==> config.mk <==
export PLATFORM = sky130hd
export DESIGN_NAME = eac_top
export DESIGN_NICKNAME = d
export VERILOG_FILES = /design/src/eac_pkg.sv /design/src/eac_top.sv /design/src/eac_clkdiv.sv
export SDC_FILE = /design/constraint.sdc
export NUM_CORES = 1
export LEC_CHECK = 0
export ABC_CLOCK_PERIOD_IN_PS = 2800
export BUFFER_PORTS_ARGS = -buffer_cell sky130_fd_sc_hd__buf_2
export CAP_MARGIN = 20
export CORE_MARGIN = 2
export CORE_UTILIZATION = 50
export CTS_BUF_LIST = sky130_fd_sc_hd__clkbuf_16
export CTS_CLUSTER_SIZE = 10
export DETAILED_ROUTE_END_ITERATION = 8
export GPL_ROUTABILITY_DRIVEN = 0
export MAX_ROUTING_LAYER = met4
export PLACE_DENSITY = 0.74
export SLEW_MARGIN = 10
export SYNTH_ARGS = -nofsm -noshare
export SYNTH_HDL_FRONTEND = slang
export SYNTH_SLANG_ARGS = --single-unit
export TNS_END_PERCENT = 30
==> constraint.sdc <==
create_clock -name clk_i -period 2.8 [get_ports clk_i]
set_clock_uncertainty 0.05 [all_clocks]
set_input_delay 0.56 -clock clk_i [delete_from_list [all_inputs] [get_ports clk_i]]
set_output_delay 0.56 -clock clk_i [all_outputs]
set_load 0.005 [all_outputs]
==> src/eac_pkg.sv <==
package eac_pkg;

  // serial clock timing
  localparam int unsigned CORE_MHZ      = 125;
  localparam int unsigned DIV_FACTOR    = 1024;
  localparam int unsigned CLK_MHZ       = 250;
  localparam int unsigned SCL_PERIOD_NS = DIV_FACTOR * 1000 / CORE_MHZ;
  localparam int unsigned QTR_CYC       = SCL_PERIOD_NS * CLK_MHZ / 1000 / 4;
  localparam int unsigned TEST_QTR_CYC  = 4;

  // register map
  localparam int unsigned ADDR_W   = 8;
  localparam logic [7:0]  OFS_STS  = 8'h00;
  localparam logic [7:0]  OFS_MASK = 8'h04;
  localparam logic [7:0]  OFS_CTRL = 8'hBC;

  // clock rate encodings
  localparam logic [1:0] RATE_RSV0 = 2'h0;
  localparam logic [1:0] RATE_DIV  = 2'h1;
  localparam logic [1:0] RATE_RSV2 = 2'h2;
  localparam logic [1:0] RATE_TEST = 2'h3;

  localparam logic CMD_READ  = 1'b0;
  localparam logic CMD_WRITE = 1'b1;
  localparam logic DIR_WR    = 1'b0;
  localparam logic DIR_RD    = 1'b1;

  // event bits of status and mask
  localparam int unsigned EV_W    = 3;
  localparam int unsigned EV_DONE = 0;
  localparam int unsigned EV_ERR  = 1;
  localparam int unsigned EV_AL   = 2;

  localparam logic HRESP_OKAY = 1'b0;

  typedef struct packed {
    logic [15:0] word_data;
    logic [6:0]  word_addr;
    logic        rsvd;
    logic [1:0]  clk_rate;
    logic        al_dis;
    logic        al_stat;
    logic        al_succ;
    logic        err;
    logic        cmd;
    logic        start;
  } eac_ctrl_t;

  localparam eac_ctrl_t CTRL_RST = '{
    word_data: 16'h0000, word_addr: 7'h00, rsvd: 1'b0, clk_rate: RATE_DIV,
    al_dis: 1'b1, al_stat: 1'b0, al_succ: 1'b0, err: 1'b0, cmd: CMD_READ, start: 1'b0};

  typedef enum logic [2:0] {
    ST_IDLE, ST_START, ST_TX, ST_RACK, ST_RX, ST_TACK, ST_STOP
  } eac_fsm_t;

endpackage : eac_pkg

==> src/eac_top.sv <==
`timescale 1ns/1ps
module eac_top #(
  parameter int unsigned AL_WORDS = 2,
  parameter logic [6:0]  AL_BASE  = 7'h00,
  parameter logic [6:0]  DEV_ADDR = 7'h50,
  parameter int unsigned QTR_NORM = eac_pkg::QTR_CYC,
  parameter int unsigned QTR_TEST = eac_pkg::TEST_QTR_CYC
) (
  input  wire logic                 clk_i,
  input  wire logic                 reset_n_i,
  input  wire logic                 hsel_i,
  input  wire logic [31:0]          haddr_i,
  input  wire logic [1:0]           htrans_i,
  input  wire logic                 hwrite_i,
  input  wire logic [2:0]           hsize_i,
  input  wire logic [31:0]          hwdata_i,
  input  wire logic                 hready_i,
  output logic                      hreadyout_o,
  output logic                      hresp_o,
  output logic [31:0]               hrdata_o,
  output logic                      scl_o,
  input  wire logic                 sda_i,
  output logic                      sda_o,
  output logic                      sda_oe_n_o,
  output logic [AL_WORDS*16-1:0]    cfg_words_o,
  output logic                      irq_o
);
  import eac_pkg::*;

  localparam int unsigned IW = $clog2(AL_WORDS);

  if (AL_WORDS < 2 || AL_WORDS > 8) $error("AL_WORDS out of range");

  typedef struct packed {
    eac_ctrl_t                   ctrl;
    logic [EV_W-1:0]             sts;
    logic [EV_W-1:0]             mask;
    logic                        irq;
    logic [ADDR_W-1:0]           ph_addr;
    logic                        ph_wr;
    logic                        rd_pend;
    logic [31:0]                 hrdata;
    eac_fsm_t                    fsm;
    logic [1:0]                  phase;
    logic [2:0]                  bit_cnt;
    logic [2:0]                  byte_idx;
    logic                        rx_last;
    logic                        nak;
    logic                        err;
    logic                        is_rd;
    logic [6:0]                  cur_addr;
    logic [7:0]                  tx_sh;
    logic [15:0]                 rx_sh;
    logic                        al_run;
    logic                        al_done;
    logic                        al_ok;
    logic [IW-1:0]               al_idx;
    logic [AL_WORDS-1:0][15:0]   al_data;
    logic                        scl;
    logic                        sda_low;
    logic [1:0]                  sync;
  } eac_st_t;

  eac_st_t st_r;
  eac_st_t st_nxt;
  logic    tick;
  logic    acc;
  logic    al_pending;
  logic    launch_man;
  logic    finish;
  logic    sda_s;

  //////////////////////////////////////////////////////////////////////////////
  eac_clkdiv #(
    .QTR_NORM (QTR_NORM),
    .QTR_TEST (QTR_TEST)
  ) u_div (
    .clk_i     (clk_i),
    .reset_n_i (reset_n_i),
    .rate_i    (st_r.ctrl.clk_rate),
    .run_i     (st_r.fsm != ST_IDLE),
    .tick_o    (tick)
  );

  function automatic logic [7:0] tx_byte(input eac_st_t s);
    logic [7:0] b;
    b = {DEV_ADDR, DIR_WR};
    if (s.byte_idx == 3'h1)
      b = {s.cur_addr, 1'b0};
    else if (s.byte_idx == 3'h2)
      b = s.is_rd ? {DEV_ADDR, DIR_RD} : s.ctrl.word_data[15:8];
    else if (s.byte_idx == 3'h3)
      b = s.ctrl.word_data[7:0];
    return b;
  endfunction : tx_byte

  assign sda_s      = st_r.sync[1];
  assign acc        = hsel_i && htrans_i[1] && hready_i;
  assign al_pending = !st_r.al_done && !st_r.ctrl.al_dis && !st_r.al_run;
  assign launch_man = (st_r.fsm == ST_IDLE) && !al_pending && !st_r.al_run && st_r.ctrl.start;
  assign finish     = tick && (st_r.fsm == ST_STOP) && (st_r.phase == 2'h3);

  //////////////////////////////////////////////////////////////////////////////
  always_comb
  begin
    st_nxt      = st_r;
    st_nxt.sync = {st_r.sync[0], sda_i};

    // bus slave: reads take one wait state so a write just before is seen
    if (st_r.ph_wr)
    begin
      if (st_r.ph_addr == OFS_CTRL)
      begin
        if (st_r.fsm == ST_IDLE && !st_r.ctrl.start && !st_r.al_run)
        begin
          st_nxt.ctrl.start     = hwdata_i[0];
          st_nxt.ctrl.cmd       = hwdata_i[1];
          st_nxt.ctrl.al_dis    = hwdata_i[5];
          st_nxt.ctrl.clk_rate  = hwdata_i[7:6];
          st_nxt.ctrl.word_addr = hwdata_i[15:9];
          st_nxt.ctrl.word_data = hwdata_i[31:16];
        end
      end
      else if (st_r.ph_addr == OFS_STS)
        st_nxt.sts = st_r.sts & ~hwdata_i[EV_W-1:0];
      else if (st_r.ph_addr == OFS_MASK)
        st_nxt.mask = hwdata_i[EV_W-1:0];
    end
    st_nxt.ph_wr = acc && hwrite_i;
    if (acc)
      st_nxt.ph_addr = haddr_i[ADDR_W-1:0];
    st_nxt.rd_pend = acc && !hwrite_i;
    if (st_r.rd_pend)
    begin
      if (st_r.ph_addr == OFS_CTRL)
      begin
        st_nxt.hrdata          = st_r.ctrl;
        st_nxt.ctrl.al_succ    = 1'b0;
      end
      else if (st_r.ph_addr == OFS_STS)
        st_nxt.hrdata = {{(32-EV_W){1'b0}}, st_r.sts};
      else if (st_r.ph_addr == OFS_MASK)
        st_nxt.hrdata = {{(32-EV_W){1'b0}}, st_r.mask};
      else
        st_nxt.hrdata = 32'h0000_0000;
    end

    // launch: autoload has priority, a pending start waits for it
    if (st_r.fsm == ST_IDLE)
    begin
      if (al_pending)
      begin
        st_nxt.al_run   = 1'b1;
        st_nxt.al_ok    = 1'b1;
        st_nxt.al_idx   = '0;
        st_nxt.cur_addr = AL_BASE;
        st_nxt.is_rd    = 1'b1;
      end
      else if (launch_man)
      begin
        st_nxt.cur_addr = st_r.ctrl.word_addr;
        st_nxt.is_rd    = (st_r.ctrl.cmd == CMD_READ);
      end
      if (al_pending || launch_man)
      begin
        st_nxt.fsm      = ST_START;
        st_nxt.phase    = 2'h0;
        st_nxt.byte_idx = 3'h0;
        st_nxt.err      = 1'b0;
      end
    end
    else if (tick)
    begin
      st_nxt.phase = st_r.phase + 2'h1;
      if (st_r.phase == 2'h2)
      begin
        if (st_r.fsm == ST_RACK)
          st_nxt.nak = sda_s;
        if (st_r.fsm == ST_RX)
          st_nxt.rx_sh = {st_r.rx_sh[14:0], sda_s};
      end
      if (st_r.phase == 2'h3)
      begin
        case (st_r.fsm)
          ST_START:
          begin
            st_nxt.fsm     = ST_TX;
            st_nxt.tx_sh   = tx_byte(st_r);
            st_nxt.bit_cnt = 3'h0;
          end
          ST_TX:
          begin
            st_nxt.tx_sh   = {st_r.tx_sh[6:0], 1'b0};
            st_nxt.bit_cnt = st_r.bit_cnt + 3'h1;
            if (st_r.bit_cnt == 3'h7)
              st_nxt.fsm = ST_RACK;
          end
          ST_RACK:
          begin
            st_nxt.byte_idx = st_r.byte_idx + 3'h1;
            st_nxt.bit_cnt  = 3'h0;
            if (st_r.nak)
            begin
              st_nxt.err = 1'b1;
              st_nxt.fsm = ST_STOP;
            end
            else if (st_r.is_rd && st_r.byte_idx == 3'h1)
              st_nxt.fsm = ST_START;
            else if (st_r.is_rd && st_r.byte_idx == 3'h2)
            begin
              st_nxt.fsm     = ST_RX;
              st_nxt.rx_last = 1'b0;
            end
            else if (!st_r.is_rd && st_r.byte_idx == 3'h3)
              st_nxt.fsm = ST_STOP;
            else
            begin
              st_nxt.fsm   = ST_TX;
              st_nxt.byte_idx = st_r.byte_idx + 3'h1;
              st_nxt.tx_sh = tx_byte(st_nxt);
            end
          end
          ST_RX:
          begin
            st_nxt.bit_cnt = st_r.bit_cnt + 3'h1;
            if (st_r.bit_cnt == 3'h7)
              st_nxt.fsm = ST_TACK;
          end
          ST_TACK:
          begin
            st_nxt.bit_cnt = 3'h0;
            st_nxt.rx_last = 1'b1;
            st_nxt.fsm     = st_r.rx_last ? ST_STOP : ST_RX;
          end
          ST_STOP:
          begin
            st_nxt.fsm = ST_IDLE;
            if (st_r.al_run)
            begin
              if (!st_r.err)
                st_nxt.al_data[st_r.al_idx] = st_r.rx_sh;
              if (st_r.err || st_r.al_idx == IW'(AL_WORDS - 1))
              begin
                st_nxt.al_run       = 1'b0;
                st_nxt.al_done      = 1'b1;
                st_nxt.ctrl.al_succ = st_r.al_ok && !st_r.err;
                st_nxt.ctrl.al_stat = st_r.al_ok && !st_r.err;
                st_nxt.sts[EV_AL]   = 1'b1;
              end
              else
              begin
                // next word reuses the launch path without a bus round trip
                st_nxt.al_idx   = st_r.al_idx + IW'(1);
                st_nxt.cur_addr = st_r.cur_addr + 7'h01;
                st_nxt.fsm      = ST_START;
                st_nxt.byte_idx = 3'h0;
              end
              st_nxt.al_ok = st_r.al_ok && !st_r.err;
            end
            else
            begin
              st_nxt.ctrl.start = 1'b0;
              st_nxt.ctrl.err   = st_r.err;
              if (st_r.is_rd && !st_r.err)
                st_nxt.ctrl.word_data = st_r.rx_sh;
              st_nxt.sts[EV_DONE] = 1'b1;
              if (st_r.err)
                st_nxt.sts[EV_ERR] = 1'b1;
            end
          end
          default:
            st_nxt.fsm = ST_IDLE;
        endcase
      end
    end

    // pin drive from the next state, so both pins come from flops
    case (st_nxt.fsm)
      ST_START:
      begin
        st_nxt.scl     = (st_nxt.phase == 2'h1) || (st_nxt.phase == 2'h2);
        st_nxt.sda_low = st_nxt.phase[1];
      end
      ST_TX:
      begin
        st_nxt.scl     = st_nxt.phase[0] ^ st_nxt.phase[1];
        st_nxt.sda_low = !st_nxt.tx_sh[7];
      end
      ST_TACK:
      begin
        st_nxt.scl     = st_nxt.phase[0] ^ st_nxt.phase[1];
        st_nxt.sda_low = !st_nxt.rx_last;
      end
      ST_RACK, ST_RX:
      begin
        st_nxt.scl     = st_nxt.phase[0] ^ st_nxt.phase[1];
        st_nxt.sda_low = 1'b0;
      end
      ST_STOP:
      begin
        st_nxt.scl     = (st_nxt.phase != 2'h0);
        st_nxt.sda_low = !st_nxt.phase[1];
      end
      default:
      begin
        st_nxt.scl     = 1'b1;
        st_nxt.sda_low = 1'b0;
      end
    endcase

    st_nxt.irq = |(st_nxt.sts & st_nxt.mask);
  end

  always_ff @(posedge clk_i)
  begin
    if (!reset_n_i)
    begin
      st_r      <= '0;
      st_r.ctrl <= CTRL_RST;
      st_r.scl  <= 1'b1;
      st_r.fsm  <= ST_IDLE;
    end
    else
      st_r <= st_nxt;
  end

  //////////////////////////////////////////////////////////////////////////////
  assign hreadyout_o = !st_r.rd_pend;
  assign hresp_o     = HRESP_OKAY;
  assign hrdata_o    = st_r.hrdata;
  assign scl_o       = st_r.scl;
  assign sda_o       = 1'b0;
  assign sda_oe_n_o  = !st_r.sda_low;
  assign cfg_words_o = st_r.al_data;
  assign irq_o       = st_r.irq;
endmodule : eac_top

==> src/eac_clkdiv.sv <==
`timescale 1ns/1ps
module eac_clkdiv #(
  parameter int unsigned QTR_NORM = eac_pkg::QTR_CYC,
  parameter int unsigned QTR_TEST = eac_pkg::TEST_QTR_CYC
) (
  input  wire logic       clk_i,
  input  wire logic       reset_n_i,
  input  wire logic [1:0] rate_i,
  input  wire logic       run_i,
  output logic            tick_o
);
  import eac_pkg::*;

  localparam int unsigned CW = $clog2(QTR_NORM);

  if (QTR_TEST < 2 || QTR_TEST > QTR_NORM) $error("bad quarter counts");

  typedef struct packed {
    logic [CW-1:0] cnt;
    logic          tick;
  } eac_div_t;

  eac_div_t st_r;
  eac_div_t st_nxt;
  logic [CW-1:0] last;

  // reserved encodings fall back to the normal divider
  assign last = (rate_i == RATE_TEST) ? CW'(QTR_TEST - 1) : CW'(QTR_NORM - 1);

  always_comb
  begin
    st_nxt      = st_r;
    st_nxt.tick = 1'b0;
    if (!run_i)
    begin
      st_nxt.cnt = '0;
    end
    else if (st_r.cnt >= last)
    begin
      st_nxt.cnt  = '0;
      st_nxt.tick = 1'b1;
    end
    else
    begin
      st_nxt.cnt = st_r.cnt + CW'(1);
    end
  end

  always_ff @(posedge clk_i)
  begin
    if (!reset_n_i)
      st_r <= '0;
    else
      st_r <= st_nxt;
  end

  assign tick_o = st_r.tick;

endmodule : eac_clkdiv

# ---- Yosys cells after proc, flatten, opt, wreduce, memory -nomap -nowiden
# Cells that the tools add are included.
dict set report totals {
  input_bits 75
  out_inout_bits 70
  wordCells 272
  reg_bits 176
}
dict set report op_classes {
  n_lt_le_gt_ge 3
  muxes 110
  reduce_logical 68
  add_sub_neg 6
  n_eq_ne 36
  bitwise_logic 10
}
# operator n
set op_table {}
lappend op_table {{$mux 16} 9}
lappend op_table {{$mux 8} 14}
lappend op_table {{$mux 36} 3}
lappend op_table {{$mux 23} 3}
lappend op_table {{$mux 67} 1}
lappend op_table {{$mux 32} 2}
lappend op_table {{$mux 3} 16}
lappend op_table {{$mux 7} 6}
lappend op_table {{$bwmux 32} 1}
lappend op_table {{$reduce_and 6->1} 5}
lappend op_table {{$mux 1} 27}
lappend op_table {{$eq 3x2->1 const B} 8}
lappend op_table {{$mux 24} 1}
lappend op_table {{$pmux 8 s3} 1}
lappend op_table {{$eq 3x3->1 const B} 7}
lappend op_table {{$mux 2} 10}
lappend op_table {{$pmux 3 s6} 1}
lappend op_table {{$reduce_bool 2->1} 9}
lappend op_table {{$logic_and 1x1->1} 17}
lappend op_table {{$demux 16 s1} 1}
lappend op_table {{$mux 4} 4}
lappend op_table {{$reduce_and 4->1} 4}
lappend op_table {{$mux 15} 1}
lappend op_table {{$reduce_and 5->1} 3}
lappend op_table {{38 further kinds} 79}

# ---- Depth between registers and ports, before layout
dict set report logic_depth {
  word_depth 19
  ltp_mapped 9
  depth_no_buf 8
}

# ---- By module
# Synthesis repeated with hierarchy kept, for this count alone.
dict set report unflattened {
  cells_unflattened 1054
  hier_area_um2 8520.7
}
# module area_per_inst_um2 instances cells_per_inst seq_area_each_um2
set modules_own_cells {}
lappend modules_own_cells {eac_top 7931.4 1 996 3303.2}
lappend modules_own_cells {eac_clkdiv 589.3 1 58 200.2}

# ---- Worst setup path before layout
# OpenSTA, ideal clock, no wires.
dict set report synth_path {
  path_type {reg-to-reg}
  from {reg st_r[84] (netlist name)}
  to {reg st_r[2] (netlist name)}
  t_required_ns 2.657
  setup_ns 0.093
  path_slack_ns 0.375
  arrival_ns 2.282
  n_path_buf 2
  path_stages_with_launch 9
  synth_period_minus_slack_ns 2.425
  cell_sequence {dfxtp_1 > or3_1 > buf_6 > or4_4 > buf_6 > mux2_4 > o22ai_2 > o221ai_2 > o311ai_2}
}
dict set report synth_via {
  elab_chain_cells 19
  word_cells_on_any_way 49
  classes_between {eq/ne: 12; mux: 26; reduce/logical: 11}
}
# item line
set synth_rtl {}
lappend synth_rtl {{start, declared} eac_top.sv:64} ;# eac_st_t st_r;
lappend synth_rtl {{start signal, assigned} eac_top.sv:324} ;# st_r <= st_nxt;
lappend synth_rtl {{$logic_not 3->1} {eac_top.sv:100, eac_top.sv:114, eac_top.sv:149}}
lappend synth_rtl {{$logic_and 1x1->1 (2 in series)} eac_top.sv:114} ;# if (st_r.fsm == ST_IDLE && !st_r.ctrl.start && !st_r.al_run)
lappend synth_rtl {{$mux 23} eac_top.sv:114}
lappend synth_rtl {{$mux 23} eac_top.sv:112} ;# if (st_r.ph_addr == OFS_CTRL)
lappend synth_rtl {{$mux 23} eac_top.sv:110} ;# if (st_r.ph_wr)
lappend synth_rtl {{$mux 8, on equally long branches} {eac_top.sv:92, eac_top.sv:91}}
lappend synth_rtl {{$mux 8} eac_top.sv:90} ;# else if (s.byte_idx == 3'h2)
lappend synth_rtl {{$mux 8} eac_top.sv:88} ;# if (s.byte_idx == 3'h1)
lappend synth_rtl {{[... 2 more ...]} --}
lappend synth_rtl {{$mux 8} eac_top.sv:207} ;# else if (st_r.is_rd && st_r.byte_idx == 3'h1)
lappend synth_rtl {{$mux 8} eac_top.sv:202} ;# if (st_r.nak)
lappend synth_rtl {{$pmux 8 s3} eac_top.sv:184} ;# case (st_r.fsm)
lappend synth_rtl {{$mux 15} eac_top.sv:182} ;# if (st_r.phase == 2'h3)
lappend synth_rtl {{$mux 67} eac_top.sv:172} ;# else if (tick)
lappend synth_rtl {{$mux 24} eac_top.sv:149} ;# if (st_r.fsm == ST_IDLE)
lappend synth_rtl {{$logic_not 1->1} eac_top.sv:287} ;# st_nxt.sda_low = !st_nxt.tx_sh[7];
lappend synth_rtl {{$pmux 2 s5 (*)} eac_top.sv:278} ;# case (st_nxt.fsm)
# Mark *: on every way between the ends. The rest lies on a longest branch, timed or not. The select of a mux whose other input is x is not followed.
# A chain may end at the register's enable or synchronous reset.

# ---- Final worst setup path
# Ends and elaborated chain as after synthesis.

==> impl_metrics.tcl <==
set metrics [dict create \
    synth_seq_cells 175 \
    fp.dieH_um 133 \
    ys_top_cells_by_area "dfxtp_1 42%, nand2_1 7.2%, a21oi_1 6.5%" \
    ys_types 67 \
    syn_inst 1019 \
    grt_usage 0.236 \
    yosys.area.top_type "dfxtp_1" \
    drc 0 \
    power.leakage_nw 3.68 \
    coreArea_um2 16500 \
    tightest_slew_ns 0.773 \
    critPathSlowestCell "or4_4" \
    yosysMostFrequentCell "dfxtp_1" \
    cts_root_buf "clkbuf_16" \
    cts.sinks 175 \
    grt_antenna_before_repair 0 \
    hold_violations 0 \
    overflow 0 \
    reg2reg_from "st_r[84]$_SDFF_PN0_" \
    ys_seq_area_frac 0.420 \
    startpoint_type "flip-flop" \
    syn_avg_cell_area_um2 8.18 \
    ctsLongestPathBuffers 2 \
    numCtsBuffers 17 \
    seq_area_um2 3500 \
    drv_slew 0 \
    worstPathRequired_ns 3.09 \
    fin_crit_sh 0.923 \
    worst-setup-path-type "flip-flop to flip-flop" \
    setup-violations-final 0 \
    worstHoldStart "hwrite_i" \
    ys_top_cells_by_count "175 x dfxtp_1, 159 x nand2_1, 108 x a21oi_1" \
    drt_wl_total_mm 20.2 \
    post-route-util 0.557 \
    grt_pass1_vias 6636 \
    max_slew_margin 0.480 \
    die_area_um2 17700 \
    pin_count 145 \
    first_iter_violations 684 \
    clk_latency_ns 0.43 \
    hpwlAfterDp_mm 14.0 \
    synth_flop_cell "dfxtp_1" \
    worstSetupStartpoint "st_r[84]$_SDFF_PN0_" \
    die_w_um 133 \
    yosysWarnings 0 \
    area_delta_synth_final_pct 10.0 \
    diodes 0 \
    nFillCells 1523 \
    max-cap-violations 0 \
    fmax_ghz 0.387 \
    synth_top_area_frac 0.420 \
    cts_htree_levels 4 \
    initial_core_util 0.506 \
    detail_route.first_pass.iterations 5 \
    min_period_ns 2.58 \
    clk_transition_reported_paths_ns 0.07 \
    rsz0062_at_grt "false" \
    slowest_delay_ns 0.63 \
    ant_nets 0 \
    hp-class "primary input to flip-flop" \
    syn_area_um2 8340 \
    status "finished clean" \
    tns_ns 0 \
    timing.critical_path.fanout_max 7 \
    vias 7113 \
    wl_per_cell_um 15.7 \
    drive_gt1_frac 0.173 \
    via_per_inst 5.54 \
    critPathCaptureType "flip-flop" \
    crit_chain "or3_1, or4_4, mux2_4, o22ai_2, o221ai_2, o311ai_2" \
    synthArstFlopShare 0 \
    multi_input_area_um2 4020 \
    grt_pass1_wl_mm 32.8 \
    cts_tree "done" \
    portBuffers 110 \
    ir_drop_v 0.000413 \
    power_density_nw_per_um2 516 \
    grt_max_degree 75 \
    arrival_ns 2.88 \
    num-nets-final 1144 \
    rows 47 \
    synth-edff-count 0 \
]
cells by family after synthesis:
family,count (synthesis),share of synthesized area
muxes,47,0.0576
and+or+nand+nor,392,0.219
DFF,175,0.420
buffers and inverters,150,0.101
AOI/OAI and AO/OA,225,0.163
xor gates and xnor gates,10,0.0105
adders and majority gates,19,0.0285
other,1,0.000450
power breakdown:
part	switching (W)	total (W)	internal, W
logic	0.0000746	0.000112	0.0000378
clock network	0.000996	0.00212	0.00112
registers	0.00000408	0.00250	0.00250
metrics by stage:
stage | area [um^2] | instances | hold WS, ns | power (W) | setup slack [ns]
after floorplan | 8340 | 1021 | 0.362 | 0.00262 | 0.375
after global placement | 8650 | 1251 | 0.370 | 0.00267 | 0.287
after detailed placement | 8650 | 1251 | 0.374 | 0.00267 | 0.270
after CTS | 9170 | 1283 | 0.260 | 0.00475 | 0.210
after global routing | 9170 | 1283 | 0.273 | 0.00488 | 0.111
final | 9170 | 1283 | 0.271 | 0.00473 | 0.215
worst paths after layout:
check / to / slack (ns) / cells past startpoint
worst max register to register: st_r[2]$_SDFF_PN0_ / 0.22 / 6
worst min-delay path: st_r[118]$_SDFF_PN0_ / 0.27 / 2
worst min register to register: sda_s$_SDFF_PN0_ / 0.39 / 1
worst max-delay path: st_r[2]$_SDFF_PN0_ / 0.22 / 6
cell type report:
| type | count | area share |
|---|---|---|
| Multi-Input combinational cell | 696 | 0.438 |
| Sequential cell | 175 | 0.382 |
| Timing Repair Buffer | 137 | 0.0835 |
| Clock buffer | 17 | 0.0464 |
| Tap cell | 220 | 0.0300 |
| Clock inverter | 15 | 0.0108 |
| Inverter | 23 | 0.00968 |
metal layers:
| layer | up-vias | global-route usage | routed length [um] |
|---|---|---|---|
| met3 | 36 | 0.0445 | 1080 |
| met1 | 3337 | 0.320 | 9420 |
| met4 | 0 | 0.0822 | 459 |
| met5 | - | - | 0 |
| met2 | 219 | 0.357 | 9250 |
| li1 | 3521 | - | - |
critical path, delay by kind of cell (launching register included):
family           cells  cell delay, ns
AO/OA/AOI/OAI        3            0.64
AND/OR/NAND/NOR      2            1.16
flip-flops           1            0.31
multiplexers         1            0.33
cells in the final DEF (no fill, tap or decap), types with 3 or more instances in the layout:
| cell type | netlist | routed |
|---|---|---|
| a211oi_1 | 21 | 21 |
| clkbuf_16 | 0 | 17 |
| mux2_2 | 4 | 4 |
| ha_1 | 19 | 19 |
| nand2b_1 | 5 | 5 |
| a32o_1 | 4 | 4 |
| nor3_1 | 14 | 14 |
| inv_1 | 22 | 22 |
| and2_1 | 10 | 10 |
| xnor2_1 | 3 | 3 |
| nor2_1 | 96 | 95 |
| xor2_1 | 7 | 7 |
| clkinv_4 | 0 | 3 |
| o21a_1 | 4 | 4 |
| a21oi_1 | 108 | 108 |
| o21ai_0 | 31 | 31 |
| clkinvlp_4 | 0 | 4 |
| nand3_1 | 44 | 44 |
| nand4_1 | 11 | 11 |
| nor3b_1 | 7 | 7 |
| nor4bb_1 | 3 | 3 |
| o22ai_1 | 12 | 12 |
| and4_1 | 4 | 4 |
| nand2_1 | 159 | 159 |
| buf_4 | 66 | 26 |
| nor2b_1 | 8 | 8 |
| nand3b_1 | 7 | 7 |
| dfxtp_1 | 175 | 175 |
| and3_1 | 8 | 8 |
| clkinv_1 | 0 | 3 |
| buf_2 | 4 | 110 |
| a22oi_1 | 9 | 9 |
| mux2i_1 | 42 | 42 |
| a31oi_1 | 11 | 11 |
| conb_1 | 1 | 3 |
| a21o_1 | 3 | 3 |
repair_timing:
item | CTS | global route
hold buffers | 0 | 0
setup buffers | 0 | 0
endpoints found under the setup margin | 0 | 1
resized for setup | 0 | 1
Note: power is estimated with default switching activity, not from simulation.
